<file path="config.mk">
export PLATFORM = sky130hd
export DESIGN_NAME = terminal_speed_command_selector
export DESIGN_NICKNAME = d
export VERILOG_FILES = /design/src/rtl/speed_sel_pkg.sv /design/src/rtl/preset_lookup_if.sv /design/src/rtl/preset_lookup.sv /design/src/rtl/terminal_speed_command_selector.sv
export SDC_FILE = /design/constraint.sdc
export NUM_CORES = 1
export LEC_CHECK = 0
export BUFFER_PORTS_ARGS = -buffer_cell sky130_fd_sc_hd__buf_2
export CORE_MARGIN = 2
export CORE_UTILIZATION = 60
export DETAILED_ROUTE_END_ITERATION = 10
export GPL_TIMING_DRIVEN = 0
export HOLD_SLACK_MARGIN = 0.15
export PLACE_DENSITY_LB_ADDON = 0.2
export RECOVER_POWER = 100
export SLEW_MARGIN = 25
export SYNTH_ARGS = -nofsm -noshare
export SYNTH_HDL_FRONTEND = slang
export SYNTH_SLANG_ARGS = --single-unit
</file>
<file path="constraint.sdc">
create_clock -name core_clk_i -period 18.7 [get_ports core_clk_i]
set_clock_uncertainty 0.05 [all_clocks]
set_input_delay 1.87 -clock core_clk_i [delete_from_list [all_inputs] [get_ports core_clk_i]]
set_output_delay 1.87 -clock core_clk_i [all_outputs]
set_load 0.1 [all_outputs]
</file>
<file path="src/rtl/speed_sel_pkg.sv">
package speed_sel_pkg;

  // frequencies are in 0.1 Hz steps, ramp times in 0.1 s steps
  localparam int                FREQ_W          = 16;
  localparam int                NUM_PRESETS     = 15;
  localparam int                NUM_TERMINALS   = 5;
  localparam int                CODE_W          = 4;
  localparam logic [15:0]       FREQ_MAX        = 16'h0FA0;  // 400.0 Hz
  localparam logic [15:0]       NOT_SELECTED    = 16'h270F;  // 9999
  localparam logic [15:0]       RAMP_TIME_MAX   = 16'h8CA0;  // 3600.0 s

  // preset slots: 0 high, 1 middle, 2 low, 3..14 speeds four to fifteen
  localparam logic [3:0]        SLOT_HIGH       = 4'h0;
  localparam logic [3:0]        SLOT_MIDDLE     = 4'h1;
  localparam logic [3:0]        SLOT_LOW        = 4'h2;
  localparam logic [15:0]       RST_HIGH_FREQ   = 16'h0258;  // 60.0 Hz
  localparam logic [15:0]       RST_MIDDLE_FREQ = 16'h012C;  // 30.0 Hz
  localparam logic [15:0]       RST_LOW_FREQ    = 16'h0064;  // 10.0 Hz
  localparam logic [15:0]       RST_JOG_FREQ    = 16'h0032;  // 5.0 Hz
  localparam logic [15:0]       RST_JOG_TIME    = 16'h0005;  // 0.5 s
  localparam logic [15:0]       RST_RAMP_REF    = 16'h0258;  // 60.0 Hz

  // speed number per selector pattern {extension, high, middle, low}
  localparam logic [15:0][3:0]  COMBO_SPEED     = {4'hF, 4'hE, 4'hD, 4'hC,
                                                   4'hB, 4'hA, 4'h9, 4'h8,
                                                   4'h7, 4'h6, 4'h5, 4'h1,
                                                   4'h4, 4'h2, 4'h3, 4'h0};
  localparam logic [3:0]        SPEED_HIGH      = 4'h1;
  localparam logic [3:0]        SPEED_MIDDLE    = 4'h2;
  localparam logic [3:0]        SPEED_LOW       = 4'h3;
  localparam logic [3:0]        SPEED_FIRST_EXT = 4'h4;

  // input terminal function codes
  localparam logic [3:0]        CODE_LOW        = 4'h0;
  localparam logic [3:0]        CODE_MIDDLE     = 4'h1;
  localparam logic [3:0]        CODE_HIGH       = 4'h2;
  localparam logic [3:0]        CODE_SECOND     = 4'h3;
  localparam logic [3:0]        CODE_JOG        = 4'h5;
  localparam logic [3:0]        CODE_EXTENSION  = 4'h8;
  localparam logic [19:0]       RST_TERM_CODES  = 20'h53210;

  // operation mode, remote selection and write selection codes
  localparam logic [2:0]        MODE_EXTERNAL   = 3'h2;
  localparam logic [2:0]        MODE_COMBINED3  = 3'h3;
  localparam logic [2:0]        MODE_COMBINED4  = 3'h4;
  localparam logic [2:0]        MODE_MAX        = 3'h4;
  localparam logic [2:0]        RST_MODE        = 3'h0;
  localparam logic [1:0]        REMOTE_MAX      = 2'h3;
  localparam logic [1:0]        WRITE_STOPPED   = 2'h0;
  localparam logic [1:0]        WRITE_ANY       = 2'h2;

  // register byte offsets
  localparam logic [7:0]        OFS_CONTROL     = 8'h00;
  localparam logic [7:0]        OFS_TERMINALS   = 8'h04;
  localparam logic [7:0]        OFS_JOG_FREQ    = 8'h08;
  localparam logic [7:0]        OFS_JOG_TIME    = 8'h0C;
  localparam logic [7:0]        OFS_RAMP_REF    = 8'h10;
  localparam logic [7:0]        OFS_STATUS      = 8'h14;
  localparam logic [7:0]        OFS_COMMAND     = 8'h18;
  localparam logic [7:0]        OFS_PRESET_BASE = 8'h40;
  localparam logic [7:0]        OFS_PRESET_LAST = 8'h78;

  // control register fields
  localparam int                CTL_MODE_LSB    = 0;
  localparam int                CTL_REMOTE_LSB  = 4;
  localparam int                CTL_WRITE_LSB   = 8;

  typedef enum logic [2:0] {
    SRC_NONE,
    SRC_JOG,
    SRC_MULTI,
    SRC_CURRENT,
    SRC_VOLTAGE
  } source_e;

endpackage

</file>
<file path="src/rtl/preset_lookup_if.sv">
`timescale 1ns/1ps
`default_nettype none

interface preset_lookup_if;
  logic [3:0]  sel;        // {extension, high, middle, low}
  logic        wr_en;
  logic [3:0]  wr_idx;
  logic [15:0] wr_data;
  logic [3:0]  rd_idx;
  logic [15:0] rd_data;
  logic [15:0] sel_freq;
  logic        sel_valid;
  logic [3:0]  sel_speed;

  modport ctrl   (output sel, wr_en, wr_idx, wr_data, rd_idx,
                  input  rd_data, sel_freq, sel_valid, sel_speed);
  modport lookup (input  sel, wr_en, wr_idx, wr_data, rd_idx,
                  output rd_data, sel_freq, sel_valid, sel_speed);
endinterface

`default_nettype wire

</file>
<file path="src/rtl/preset_lookup.sv">
`timescale 1ns/1ps
`default_nettype none

module preset_lookup (
  // clock and reset
  input wire logic            core_clk_i,
  input wire logic            reset_i,
  // preset table port
  preset_lookup_if.lookup     lk
);

  typedef struct packed {
    logic [speed_sel_pkg::NUM_PRESETS-1:0][15:0] presets;
  } lookup_s;

  lookup_s state;
  lookup_s next_state;

  ////////////////////////////////////////////////////////////////////////
  // reset image: single speeds get their defaults, the rest not selected;
  // a constant, so the asynchronous reset branch loads no logic output
  localparam lookup_s RESET_STATE = '{
    presets: {{(speed_sel_pkg::NUM_PRESETS-3){speed_sel_pkg::NOT_SELECTED}},
              speed_sel_pkg::RST_LOW_FREQ,
              speed_sel_pkg::RST_MIDDLE_FREQ,
              speed_sel_pkg::RST_HIGH_FREQ}
  };

  // table update; the controller has already range checked the value
  always_comb begin
    next_state = state;
    if (lk.wr_en && lk.wr_idx < 4'(speed_sel_pkg::NUM_PRESETS)) begin
      next_state.presets[lk.wr_idx] = lk.wr_data;
    end
  end

  always_ff @(posedge core_clk_i or posedge reset_i) begin
    if (reset_i) begin
      state <= RESET_STATE;
    end else begin
      state <= next_state;
    end
  end

  ////////////////////////////////////////////////////////////////////////
  // speed resolution: pattern table, then fall back on unset presets
  function automatic logic [3:0] resolve(input logic [3:0] sel,
                                         input lookup_s    st);
    logic [3:0] combo;
    logic [3:0] single;
    combo  = speed_sel_pkg::COMBO_SPEED[sel];
    // lowest-ranked single input wins when a pattern has no own speed
    single = sel[0] ? speed_sel_pkg::SPEED_LOW :
             sel[1] ? speed_sel_pkg::SPEED_MIDDLE :
             sel[2] ? speed_sel_pkg::SPEED_HIGH : speed_sel_pkg::SPEED_LOW;
    if (combo >= speed_sel_pkg::SPEED_FIRST_EXT &&
        st.presets[combo - 4'h1] == speed_sel_pkg::NOT_SELECTED) begin
      resolve = single;
    end else begin
      resolve = combo;
    end
  endfunction

  assign lk.sel_valid = (lk.sel != 4'h0);
  assign lk.sel_speed = lk.sel_valid ? resolve(lk.sel, state) : 4'h0;
  assign lk.sel_freq  = lk.sel_valid ? state.presets[lk.sel_speed - 4'h1] : 16'h0000;
  assign lk.rd_data   = (lk.rd_idx < 4'(speed_sel_pkg::NUM_PRESETS)) ?
                        state.presets[lk.rd_idx] : 16'h0000;

endmodule

`default_nettype wire

</file>
<file path="src/rtl/terminal_speed_command_selector.sv">
`timescale 1ns/1ps
`default_nettype none

module terminal_speed_command_selector (
  // clock and reset
  input  wire logic        core_clk_i,
  input  wire logic        reset_i,
  // avalon-mm slave
  input  wire logic [7:0]  avs_address_i,
  input  wire logic        avs_read_i,
  input  wire logic        avs_write_i,
  input  wire logic [31:0] avs_writedata_i,
  input  wire logic [3:0]  avs_byteenable_i,
  output logic      [31:0] avs_readdata_o,
  output logic             avs_waitrequest_o,
  // contact inputs
  input  wire logic [4:0]  terminal_i,
  input  wire logic        forward_start_i,
  input  wire logic        reverse_start_i,
  // operator panel
  input  wire logic        panel_jog_mode_i,
  input  wire logic        panel_run_i,
  // analog frequency commands
  input  wire logic        current_analog_en_i,
  input  wire logic [15:0] current_analog_freq_i,
  input  wire logic [15:0] voltage_analog_freq_i,
  // frequency command
  output logic      [15:0] freq_command_o,
  output logic      [2:0]  command_source_o,
  output logic      [3:0]  speed_number_o,
  output logic             run_o,
  output logic             reverse_o,
  // ramp control
  output logic             jog_active_o,
  output logic      [15:0] jog_accel_time_o,
  output logic      [15:0] jog_decel_time_o,
  output logic      [15:0] ramp_ref_freq_o,
  output logic             second_function_o,
  output logic             second_ramp_o,
  // remote setting commands
  output logic             remote_up_o,
  output logic             remote_down_o,
  output logic             remote_clear_o
);

  typedef struct packed {
    logic [2:0]              op_mode;
    logic [1:0]              remote_sel;
    logic [1:0]              write_sel;
    logic [19:0]             term_codes;
    logic [15:0]             jog_freq;
    logic [15:0]             jog_time;
    logic [15:0]             ramp_ref;
    logic                    reject;
    logic                    waitrequest;
    logic [31:0]             readdata;
    logic [15:0]             freq_cmd;
    speed_sel_pkg::source_e  source;
    logic [3:0]              speed;
    logic                    run;
    logic                    reverse;
    logic                    jog_active;
    logic                    second_fn;
    logic                    second_ramp;
    logic                    remote_up;
    logic                    remote_down;
    logic                    remote_clear;
  } ctrl_s;

  localparam ctrl_s RESET_STATE = '{
    op_mode:      speed_sel_pkg::RST_MODE,
    remote_sel:   2'h0,
    write_sel:    speed_sel_pkg::WRITE_STOPPED,
    term_codes:   speed_sel_pkg::RST_TERM_CODES,
    jog_freq:     speed_sel_pkg::RST_JOG_FREQ,
    jog_time:     speed_sel_pkg::RST_JOG_TIME,
    ramp_ref:     speed_sel_pkg::RST_RAMP_REF,
    reject:       1'b0,
    waitrequest:  1'b1,
    readdata:     32'h0000_0000,
    freq_cmd:     16'h0000,
    source:       speed_sel_pkg::SRC_NONE,
    speed:        4'h0,
    run:          1'b0,
    reverse:      1'b0,
    jog_active:   1'b0,
    second_fn:    1'b0,
    second_ramp:  1'b0,
    remote_up:    1'b0,
    remote_down:  1'b0,
    remote_clear: 1'b0
  };

  ctrl_s state;
  ctrl_s next_state;

  preset_lookup_if lk ();

  preset_lookup u_preset_lookup (
    .core_clk_i (core_clk_i),
    .reset_i    (reset_i),
    .lk         (lk)
  );

  ////////////////////////////////////////////////////////////////////////
  // terminal routing by function code
  logic [4:0] hit_low;
  logic [4:0] hit_middle;
  logic [4:0] hit_high;
  logic [4:0] hit_ext;
  logic [4:0] hit_jog;
  logic [4:0] hit_second;

  for (genvar t = 0; t < speed_sel_pkg::NUM_TERMINALS; t++) begin : g_term
    logic [3:0] code;
    assign code          = state.term_codes[t*speed_sel_pkg::CODE_W +: speed_sel_pkg::CODE_W];
    assign hit_low[t]    = terminal_i[t] && code == speed_sel_pkg::CODE_LOW;
    assign hit_middle[t] = terminal_i[t] && code == speed_sel_pkg::CODE_MIDDLE;
    assign hit_high[t]   = terminal_i[t] && code == speed_sel_pkg::CODE_HIGH;
    assign hit_ext[t]    = terminal_i[t] && code == speed_sel_pkg::CODE_EXTENSION;
    assign hit_jog[t]    = terminal_i[t] && code == speed_sel_pkg::CODE_JOG;
    assign hit_second[t] = terminal_i[t] && code == speed_sel_pkg::CODE_SECOND;
  end

  logic sig_low;
  logic sig_middle;
  logic sig_high;
  logic sig_ext;
  logic sig_jog;
  logic sig_second;

  assign sig_low    = |hit_low;
  assign sig_middle = |hit_middle;
  assign sig_high   = |hit_high;
  assign sig_ext    = |hit_ext;
  assign sig_jog    = |hit_jog;
  assign sig_second = |hit_second;

  ////////////////////////////////////////////////////////////////////////
  // mode qualifiers
  logic remote_on;
  logic multi_on;
  logic jog_allowed;

  assign remote_on   = (state.remote_sel != 2'h0);
  assign multi_on    = !remote_on && (state.op_mode == speed_sel_pkg::MODE_EXTERNAL ||
                       state.op_mode == speed_sel_pkg::MODE_COMBINED3 ||
                       state.op_mode == speed_sel_pkg::MODE_COMBINED4);
  assign jog_allowed = (state.op_mode != speed_sel_pkg::MODE_COMBINED3);

  // selectors only reach the table while multi-speed is in force
  assign lk.sel = multi_on ? {sig_ext, sig_high, sig_middle, sig_low} : 4'h0;

  ////////////////////////////////////////////////////////////////////////
  // bus decode; one wait cycle lets the read mux settle into a flop
  logic        bus_req;
  logic        bus_done;
  logic        is_preset;
  logic [3:0]  preset_idx;
  logic [7:0]  preset_ofs;

  assign bus_req    = avs_read_i || avs_write_i;
  assign bus_done   = bus_req && !state.waitrequest;
  assign preset_ofs = avs_address_i - speed_sel_pkg::OFS_PRESET_BASE;
  assign preset_idx = preset_ofs[5:2];
  assign is_preset  = avs_address_i >= speed_sel_pkg::OFS_PRESET_BASE &&
                      avs_address_i <= speed_sel_pkg::OFS_PRESET_LAST &&
                      avs_address_i[1:0] == 2'h0;
  assign lk.rd_idx  = preset_idx;

  // byte-lane merge of a write into the present register value
  function automatic logic [31:0] merge(input logic [31:0] old,
                                        input logic [31:0] wdata,
                                        input logic [3:0]  be);
    for (int b = 0; b < 4; b++) begin
      merge[b*8 +: 8] = be[b] ? wdata[b*8 +: 8] : old[b*8 +: 8];
    end
  endfunction

  logic [31:0] rd_value;
  logic [31:0] wr_value;
  logic        gen_ok;
  logic        freq_ok;
  logic        preset_ok;

  // readback of the addressed register; unmapped words read zero
  always_comb begin
    rd_value = 32'h0000_0000;
    unique case (avs_address_i)
      speed_sel_pkg::OFS_CONTROL: begin
        rd_value[speed_sel_pkg::CTL_MODE_LSB +: 3]   = state.op_mode;
        rd_value[speed_sel_pkg::CTL_REMOTE_LSB +: 2] = state.remote_sel;
        rd_value[speed_sel_pkg::CTL_WRITE_LSB +: 2]  = state.write_sel;
      end
      speed_sel_pkg::OFS_TERMINALS: rd_value[19:0] = state.term_codes;
      speed_sel_pkg::OFS_JOG_FREQ:  rd_value[15:0] = state.jog_freq;
      speed_sel_pkg::OFS_JOG_TIME:  rd_value[15:0] = state.jog_time;
      speed_sel_pkg::OFS_RAMP_REF:  rd_value[15:0] = state.ramp_ref;
      speed_sel_pkg::OFS_STATUS:
        rd_value[5:0] = {multi_on, remote_on, state.jog_active,
                         state.reverse, state.run, state.reject};
      speed_sel_pkg::OFS_COMMAND:
        rd_value[23:0] = {state.speed, 1'b0, state.source, state.freq_cmd};
      default: begin
        if (is_preset) begin
          rd_value[15:0] = lk.rd_data;
        end
      end
    endcase
  end

  // general settings obey the write selection; presets never do
  assign wr_value  = merge(rd_value, avs_writedata_i, avs_byteenable_i);
  assign gen_ok    = state.write_sel == speed_sel_pkg::WRITE_ANY ||
                     (state.write_sel == speed_sel_pkg::WRITE_STOPPED && !state.run);
  assign freq_ok   = wr_value[15:0] <= speed_sel_pkg::FREQ_MAX && wr_value[31:16] == 16'h0000;
  assign preset_ok = freq_ok || (preset_idx >= 4'h3 &&
                     wr_value == {16'h0000, speed_sel_pkg::NOT_SELECTED});

  assign lk.wr_en   = bus_done && avs_write_i && is_preset && preset_ok;
  assign lk.wr_idx  = preset_idx;
  assign lk.wr_data = wr_value[15:0];

  ////////////////////////////////////////////////////////////////////////
  // next state: bus handshake, settings, then the frequency command
  always_comb begin
    logic        jog_sel;
    logic        start_held;
    logic        bad;
    jog_sel    = 1'b0;
    start_held = 1'b0;
    bad        = 1'b0;
    next_state = state;

    // handshake: request seen with waitrequest high, answered next cycle
    if (bus_req && state.waitrequest) begin
      next_state.waitrequest = 1'b0;
      next_state.readdata    = avs_read_i ? rd_value : 32'h0000_0000;
    end else begin
      next_state.waitrequest = 1'b1;
    end

    // register writes; a refused value is not stored; a refused mode or remote selection drops both, while a valid write_sel is still stored
    if (bus_done && avs_write_i) begin
      unique case (avs_address_i)
        speed_sel_pkg::OFS_CONTROL: begin
          next_state.write_sel = wr_value[speed_sel_pkg::CTL_WRITE_LSB +: 2];
          if (wr_value[speed_sel_pkg::CTL_WRITE_LSB +: 2] > speed_sel_pkg::WRITE_ANY) begin
            next_state.write_sel = state.write_sel;
            bad = 1'b1;
          end
          if (gen_ok && wr_value[speed_sel_pkg::CTL_MODE_LSB +: 3] <= speed_sel_pkg::MODE_MAX &&
              wr_value[speed_sel_pkg::CTL_REMOTE_LSB +: 2] <= speed_sel_pkg::REMOTE_MAX) begin
            next_state.op_mode    = wr_value[speed_sel_pkg::CTL_MODE_LSB +: 3];
            next_state.remote_sel = wr_value[speed_sel_pkg::CTL_REMOTE_LSB +: 2];
          end else begin
            bad = 1'b1;
          end
        end
        speed_sel_pkg::OFS_TERMINALS: begin
          if (gen_ok) next_state.term_codes = wr_value[19:0];
          else        bad = 1'b1;
        end
        speed_sel_pkg::OFS_JOG_FREQ: begin
          if (gen_ok && freq_ok) next_state.jog_freq = wr_value[15:0];
          else                   bad = 1'b1;
        end
        speed_sel_pkg::OFS_JOG_TIME: begin
          if (gen_ok && wr_value[15:0] <= speed_sel_pkg::RAMP_TIME_MAX &&
              wr_value[31:16] == 16'h0000) begin
            next_state.jog_time = wr_value[15:0];
          end else begin
            bad = 1'b1;
          end
        end
        speed_sel_pkg::OFS_RAMP_REF: begin
          if (gen_ok && freq_ok) next_state.ramp_ref = wr_value[15:0];
          else                   bad = 1'b1;
        end
        default: begin
          if (is_preset && !preset_ok) bad = 1'b1;
        end
      endcase
    end

    // sticky refusal flag: write one to clear, a new refusal wins
    if (bus_done && avs_write_i && avs_address_i == speed_sel_pkg::OFS_STATUS &&
        avs_byteenable_i[0] && avs_writedata_i[0]) begin
      next_state.reject = 1'b0;
    end
    if (bad) begin
      next_state.reject = 1'b1;
    end

    // jog from terminal or panel; panel jog runs on the panel button
    jog_sel    = jog_allowed && (sig_jog || panel_jog_mode_i);
    start_held = (panel_jog_mode_i && jog_allowed) ? panel_run_i :
                 (forward_start_i ^ reverse_start_i);

    // both start inputs together count as stop
    next_state.run        = start_held;
    next_state.reverse    = !panel_jog_mode_i && reverse_start_i && !forward_start_i;
    next_state.jog_active = jog_sel;

    // command source by priority
    if (jog_sel) begin
      next_state.source   = speed_sel_pkg::SRC_JOG;
      next_state.freq_cmd = state.jog_freq;
      next_state.speed    = 4'h0;
    end else if (lk.sel_valid) begin
      next_state.source   = speed_sel_pkg::SRC_MULTI;
      next_state.freq_cmd = lk.sel_freq;
      next_state.speed    = lk.sel_speed;
    end else if (current_analog_en_i) begin
      next_state.source   = speed_sel_pkg::SRC_CURRENT;
      next_state.freq_cmd = current_analog_freq_i;
      next_state.speed    = 4'h0;
    end else begin
      next_state.source   = speed_sel_pkg::SRC_VOLTAGE;
      next_state.freq_cmd = voltage_analog_freq_i;
      next_state.speed    = 4'h0;
    end

    // second functions stay live, but the second ramp is held off in jog
    next_state.second_fn   = sig_second;
    next_state.second_ramp = sig_second && !jog_sel;

    // remote setting reuses the three single selectors
    next_state.remote_up    = remote_on && sig_high;
    next_state.remote_down  = remote_on && sig_middle;
    next_state.remote_clear = remote_on && sig_low;
  end

  always_ff @(posedge core_clk_i or posedge reset_i) begin
    if (reset_i) begin
      state <= RESET_STATE;
    end else begin
      state <= next_state;
    end
  end

  ////////////////////////////////////////////////////////////////////////
  // outputs straight from the state flops
  assign avs_readdata_o    = state.readdata;
  assign avs_waitrequest_o = state.waitrequest;
  assign freq_command_o    = state.freq_cmd;
  assign command_source_o  = state.source;
  assign speed_number_o    = state.speed;
  assign run_o             = state.run;
  assign reverse_o         = state.reverse;
  assign jog_active_o      = state.jog_active;
  assign jog_accel_time_o  = state.jog_time;
  assign jog_decel_time_o  = state.jog_time;
  assign ramp_ref_freq_o   = state.ramp_ref;
  assign second_function_o = state.second_fn;
  assign second_ramp_o     = state.second_ramp;
  assign remote_up_o       = state.remote_up;
  assign remote_down_o     = state.remote_down;
  assign remote_clear_o    = state.remote_clear;

endmodule

`default_nettype wire

</file>
# After elaboration in Yosys (flattened, before gate mapping)
# Memories as Yosys holds them, arrays and structs flattened.
# Index checks and enable logic that the tools add are counted.
# totals
regBits	380
mem_bits_ro	64
output_inout_bits	112
wordCells	241
n_memories	1
# op_classes
n_addsub	3
order_cmp	15
n_eq_ne	38
muxes	46
n_bitwise	2
reduce_logical	100
# memory_table
memory	words	word_bits	read_ports	rd_clocked_by_memory_dff	wr	line	text
(no name shown)	16	4	1	0	0	preset_lookup.sv:51	combo = speed_sel_pkg::COMBO_SPEED[sel];
# op_table
cell	count
bitwise mux 240 bit	1
binary-select mux 16 bit (select 4 bit)	3
2-to-1 mux 16 bit	6
2-to-1 mux 23 bit	3
demux 16 bit (select 4 bit)	1
logical AND 1 bit	61
== test 4 x 2 -> 1 bit (second input constant)	10
one-hot mux 6 bit (6 select lines)	1
== test 32 x 14 -> 1 bit (second input constant)	1
2-to-1 mux 8 bit	4
OR reduction 5 bit	6
2-to-1 mux 4 bit	7
one-hot mux 2 bit (7 select lines)	2
== test 8 x 5 -> 1 bit (second input constant)	3
2-to-1 mux 24 bit	1
one-hot mux 3 bit (7 select lines)	1
== test 4 x 1 -> 1 bit (second input constant)	5
== test 4 x 3 -> 1 bit (second input constant)	5
== test 4 bit (second input constant)	5
logical NOT 4 bit	5
less-than comparator 4 x 5 -> 1 bit (second input constant)	4
AND reduction 3 bit	6
== test 16 x 14 -> 1 bit (second input constant)	1
== test 8 x 4 -> 1 bit (second input constant)	2
other kinds (34)	60

# Longest topological paths before layout
# Gate-level depths: netlist of the first run.
# depth
ltp_word	19
mapped_depth	36
mapped_depth_nobuf	29

# Modules after synthesis
# Synthesis of the first run repeated with hierarchy kept, for this count alone.
# hier_totals
hier_cells	2034
area_unflattened_um2	22783.1
# by_module_without_submodules
module	n_inst	cells_per_inst	area_each_um2	seq_area_each_um2
preset_lookup	1	1170	14691.6	6139.6
terminal_speed_command_selector	1	864	8091.5	3323.2

# Worst setup path after synthesis of the first run
# OpenSTA, ideal clock, no wires.
# synth_timing
path_kind	input to register
startpoint	input port terminal_i[0]
endpoint	register state, in the netlist freq_command_o[10]
setup_time_ns	0.082
arrival_ns	8.575
setup_slack_ns	9.993
path_stages	34
path_cell_list	nor4bb_1 > a22o_1 > nor3b_1 > nand2b_1 > ha_1 > inv_1 > o221a_1 > a32o_1 > nor2_1 > mux2i_1 > ha_1 > clkbuf_1 > or4b_2 > nor4_1 > o221ai_1 > a221oi_1 > o31ai_1 > a22oi_1 > a211oi_2 > a211oi_2 > mux2i_2 > buf_6 > buf_2 > ha_1 > and3_1 > and2_1 > a221o_1 > or2_2 > clkbuf_1 > clkbuf_1 > mux2i_1 > a32oi_1 > nand3_1 > a31oi_1
# synth_rtl
element	line	text
start, declared	terminal_speed_command_selector.sv:17	input wire logic [4:0] terminal_i,
end signal, assigned	terminal_speed_command_selector.sv:338	state <= next_state;
end, declared	terminal_speed_command_selector.sv:94	ctrl_s state;

==> results of run 1 <==
## state kept, by name, indices dropped and copies added (netlist names), 3 cells and up
| register | cells |
|---|---|
| avs_readdata_o | 24 |
| jog_accel_time_o | 16 |
| freq_command_o | 16 |
| ramp_ref_freq_o | 16 |
| u_preset_lookup.state | 240 |
| speed_number_o | 4 |
| g_term.code | 20 |
| state | 24 |
| command_source_o | 3 |
## stage by stage
stage               cell area, µm²  instances  util [%]
global placement             23900       2565      65.2
CTS                          25500       2646      69.6
global route                 24800       2646      67.8
floorplan                    22300       1909         -
finish                       24800       2650      67.8
detailed placement           24000       2569      65.6
## logic make-up (layout without fill, tap and decap cells)
logic type | after synthesis | after routing | share of synthesized area [%]
compound gates | 272 | 272 | 8.98
xor+xnor | 1 | 1 | 0.0393
fa+ha+maj | 7 | 7 | 0.393
buf+inv | 261 | 530 | 7.03
flops | 372 | 372 | 42.4
mux | 453 | 453 | 27.2
other cells | 1 | 12 | 0.0168
simple gates | 535 | 535 | 13.9
## cells in the mapped netlist, types with 23 or more instances
cell type  count  share of area [%]
o21ai_0       40               0.90
nor4_1        30               0.84
o22ai_1       27               0.76
nor2b_1       28               0.79
mux2_2       210                 11
clkbuf_1      77                1.3
a32oi_1       35                1.4
mux2_4        35                2.4
mux2i_1       86                3.9
nand3_1       40               0.90
dfstp_2      123                 14
buf_4        111                3.7
mux4_2        83                8.4
and2_1        53                1.5
nand4_1       23               0.65
nor2_1        72                1.2
a21oi_1       26               0.58
buf_2         32               0.72
nand2_1      146                2.5
a22o_1        25               0.98
mux2_1        37                1.9
dfrtp_1      249                 28
## where the power goes
group / leakage, µW / internal [µW] / switching (µW) / total [µW]
sequential: 0.00470 / 813 / 6.85 / 820
combinational: 0.00541 / 39.7 / 132 / 172
clock: 0.000715 / 544 / 360 / 904
total: 0.0108 / 1400 / 499 / 1900
## routing by layer
| layer | vias to the layer above | track usage (%) | part of all wire (%) |
|---|---|---|---|
| met5 | - | 0 | 0.067 |
| met4 | 8 | 31.4 | 8.6 |
| met3 | 436 | 11.2 | 12 |
| met2 | 1529 | 67.6 | 43 |
| met1 | 9306 | 56.9 | 36 |
| li1 | 7564 | - | - |
## path summary, 6_finish.rpt
kind,endpoint,cells past startpoint
max,freq_command_o[5],33
min,avs_readdata_o[16],2
max reg2reg,freq_command_o[5],33
min reg2reg,avs_readdata_o[16],2
max in group asynchronous,u_preset_lookup.state[76],4
min in group asynchronous,avs_readdata_o[23],2
## critical path, delay by kind of cell
kind / cells / cell delay, ns
simple gates: 9 / 2.75
buf+inv: 10 / 5.17
fa+ha+maj: 3 / 0.92
mux: 4 / 2.66
compound gates: 7 / 1.77
## cell type report
class | count | area (µm²)
fill | 2878 | 11800
multi-input combinational | 1276 | 11000
sequential | 372 | 9460
clock buffer | 57 | 1190
antenna | 4 | 10.0
timing repair buffer | 192 | 820
buffer | 249 | 1400
clock inverter | 20 | 299
inverter | 12 | 46.3
tap | 468 | 586
==> results.toml, run 1 <==
[flow_run]
maxCapViolations = 6

[synth]
synth.avg_cell_area_um2 = 11.7
yosys_warnings = 0
synth-async-reset-ratio_pct = 100
synth_edf_count = 0
syn_inst = 1902
ys_types = 90
syn_area_um2 = 22300
yosysSeqAreaShare_pct = 42.4
ys_ff_latch = 372
synthFlopType = "dfrtp_1"

[detailed_routing]
wl_per_cell_um = 32.7
drtIter0Drc = 2123
viasPerCell = 7.11
drtPass1Iterations = 8
drtAntennaViolNets = 0
remaining_drc_errors = 0
vias = 18800
drt-total-wl_um = 86700

[final_layout]
layout-drive-gt1-share_pct = 32.3
area_growth_pct = 11.2
layout_commonest_cell = "dfrtp_1"
final_cell_mix = "dfrtp_1 (249), clkbuf_1 (227), mux2_2 (200)"
fin_nets = 2242

[floorplan]
dieArea_um2 = 38700
start_util_pct = 60.9
num_rows = 70
io_pins = 202
fp.dieH_um = 197
dieWidth_um = 197
core_um2 = 36600

[worst_setup_path]
slowest_stage = "mux2i_1"
worstPathArrival_ns = 15.16
required_ns = 19.05
crit_type = "in -> reg"
worstSetupStartpoint = "terminal_i[0]"
max_stage_delay_ns = 0.94
r2r-start = "g_term[4].code[0]"
critPathMaxFanout = 10
cp-start-kind = "primary input"
path_common_cell = "clkbuf_1"
worstSetupEndpointType = "flop"
reg2reg_slack_ns = 4.78

[timing]
relSlewSlack_pct = -222
slew_violations = 390
period_share_pct = 79.2
worst_pin_slew_ns = 4.83
setup_violations = 0
setup_ws_ns = 3.89
period_minus_slack_ns = 14.81
tns_ns = 0
hold_viol_final = 0
rsz0062_at_grt = "false"
hold_slack_ns = 0.447
max_freq_mhz = 67.5

[clock_tree]
cts_buffers = 42
htree_levels = 2
postCtsSetupRepairBufs = 0
clk_pin_slew_ns = 0.06
cts_sinks = 372
hold_buffers = 0
clk_path_buf_depth = 3
cts_tree = "yes"
cts_resized = 0
ctsRootBufferMaster = "clkbuf_16"
insertion_delay_ns = 0.59

[global_routing]
grt_start_max_net_pins = 94
overflow = 0
grt_usage_pct = 44.8
grt_pass1_vias = 18100
antenna_found_initial = 8
grt_pass1_wl_um = 124000

[placed_design]
portBuffers = 188
place_ws_ns = 5.72
dp_hpwl_um = 65100
gp_congestion = 1.03

[power]
total_leakage_power_uw = 0.0108
vdd_ir_drop_max_mv = 0.0763
total_power_uw = 1900
power_density_nw_per_um2 = 76.4

[worst_hold_path]
holdCritStartpoint = "avs_readdata_o[16]"
hp-class = "reg -> reg"

[run_status]
violations = "max-capacitance violations, max-slew violations"
outcome = "finished with violations"
Note: power is estimated with default switching activity, not from simulation.
==> inputs of run 2 (changes only) <==
- CORE_UTILIZATION: 60 -> 55
- clock period: 18.7 -> 13.5 ns (I/O delays scaled with it)
==> run 2 against run 1 <==
  * The run still ends with max-capacitance violations, max-slew violations left
  * First-iteration DRC count decreased by 4.7%
  * Sequential power increased by 39%
  * Global-route usage is 2.4 points lower
  * Die area up 8.9%
  * Critical path depth unchanged
  * Clock power is 29% higher
  * Design area fell by 0.20%
  * Critical endpoint is now freq_command_o[12]
==> results.toml, run 2 (synthesis results as in run 1) <==
[worst_setup_path]
worstPathArrival_ns = 13.25
cp-start-kind = "primary input"
path_common_cell = "clkbuf_1"
required_ns = 13.86
slowest_stage = "mux2i_1"
critPathMaxFanout = 10
crit_type = "in -> reg"
max_stage_delay_ns = 0.97
worstSetupEndpointType = "flop"

[clock_tree]
insertion_delay_ns = 0.60
htree_levels = 2
cts_sinks = 372
clk_pin_slew_ns = 0.06
hold_buffers = 0
postCtsSetupRepairBufs = 0
cts_resized = 0
ctsRootBufferMaster = "clkbuf_16"
cts_buffers = 43
cts_tree = "yes"
clk_path_buf_depth = 3

[detailed_routing]
drtPass1Iterations = 6
drtAntennaViolNets = 0
drt-total-wl_um = 88300
wl_per_cell_um = 32.6
viasPerCell = 6.83
drtIter0Drc = 2024
remaining_drc_errors = 0
vias = 18500

[timing]
period_minus_slack_ns = 12.89
setup_violations = 0
hold_viol_final = 0
tns_ns = 0
rsz0062_at_grt = "false"
period_share_pct = 95.5
relSlewSlack_pct = -266
worst_pin_slew_ns = 5.49
max_freq_mhz = 77.6
slew_violations = 390

[final_layout]
largest_reg_flops = 240
layout_commonest_cell = "dfrtp_1"
final_cell_mix = "dfrtp_1 (249), clkbuf_1 (233), mux2_2 (198)"
layout-drive-gt1-share_pct = 32.0
finalInstanceArea_um2 = 24800
fin_nets = 2243
area_growth_pct = 11.0
fillers = 3377
regMostFlops = "u_preset_lookup.state"

[global_routing]
overflow = 0
grt_pass1_wl_um = 127000
grt_start_max_net_pins = 101
grt_pass1_vias = 18200
grt_usage_pct = 42.3
antenna_found_initial = 8

[power]
power_density_nw_per_um2 = 103
total_leakage_power_uw = 0.0108
vdd_ir_drop_max_mv = 0.102

[placed_design]
portBuffers = 188
dp_hpwl_um = 67000
placed_area_um2 = 24100
gp_congestion = 1.00

[worst_hold_path]
hp-class = "reg -> reg"

[flow_run]
maxCapViolations = 6

[floorplan]
io_pins = 202
num_rows = 73
start_util_pct = 55.9
dieWidth_um = 205
dieArea_um2 = 42200
core_um2 = 39900
fp.dieH_um = 205

[run_status]
outcome = "finished with violations"
violations = "max-capacitance violations, max-slew violations"
run 2: changes by cell type in the layout (fill, tap and decap cells not counted), moves of 3 or more:
cell	before	now
clkinv_2	5	8
buf_6	6	1
buf_2	98	102
and2_1	29	35
and2_0	25	19
bufinv_16	7	1
clkbuf_1	227	233
run 2: metal layers:
metal / vias up / GRT usage (%) / wire length, µm
met1: 9223 / 53.3 / 32500
met4: 4 / 26.4 / 6310
met2: 1364 / 66.2 / 40200
met3: 337 / 9.90 / 9330
met5: - / 0 / 25
li1: 7572 / - / -
run 2: final cells by class:
type	count	area (µm²)	area share, %
clock inverters	15	118	0.475
clock buffers	64	1270	5.12
multi-input cells	1276	11000	44.5
flip-flops and latches	372	9460	38.2
plain buffers	249	1360	5.50
well taps	525	657	2.65
inverters	12	46.3	0.187
diodes	4	10.0	0.0404
repair buffers	192	822	3.32
run 2: metrics by stage:
| stage | utilization, % | setup WS, ns | instances | power, µW | hold slack, ns |
|---|---|---|---|---|---|
| floorplan | - | 1.97 | 1909 | 1310 | 0.400 |
| global placement | 60.0 | -2.05 | 2622 | 1390 | 0.412 |
| detailed placement | 60.3 | 1.06 | 2626 | 1400 | 0.430 |
| CTS | 63.7 | 1.66 | 2705 | 2550 | 0.443 |
| global route | 62.0 | 0.580 | 2706 | 2600 | 0.466 |
| finish | 62.0 | 0.611 | 2709 | 2540 | 0.446 |
run 2: final timing paths:
path | to | cells after the start | slack (ns) | start
worst min-delay path | avs_readdata_o[16] | 2 | 0.45 | avs_readdata_o[16]
min in group asynchronous | avs_readdata_o[23] | 2 | 1.40 | reset_i
worst max-delay path | freq_command_o[12] | 33 | 0.61 | terminal_i[4]
max in group asynchronous | u_preset_lookup.state[11] | 4 | 3.08 | reset_i
worst min register to register | avs_readdata_o[16] | 2 | 0.45 | avs_readdata_o[16]
worst max register to register | freq_command_o[12] | 33 | 0.88 | g_term[4].code[0]
run 2: power by group:
group | total (µW) | internal (µW) | switching (µW)
Clock | 1170 | 670 | 499
Sequential | 1140 | 1130 | 9.24
Combinational | 238 | 53.8 | 184
Total | 2540 | 1850 | 692
run 2: worst max-delay path, delay by kind of cell:
kind | cells | cell delay, ns
buffers and inverters | 10 | 4.30
and+or+nand+nor | 9 | 2.70
muxes | 4 | 2.48
AOI/OAI and AO/OA | 7 | 1.53
adders and majority gates | 3 | 0.86
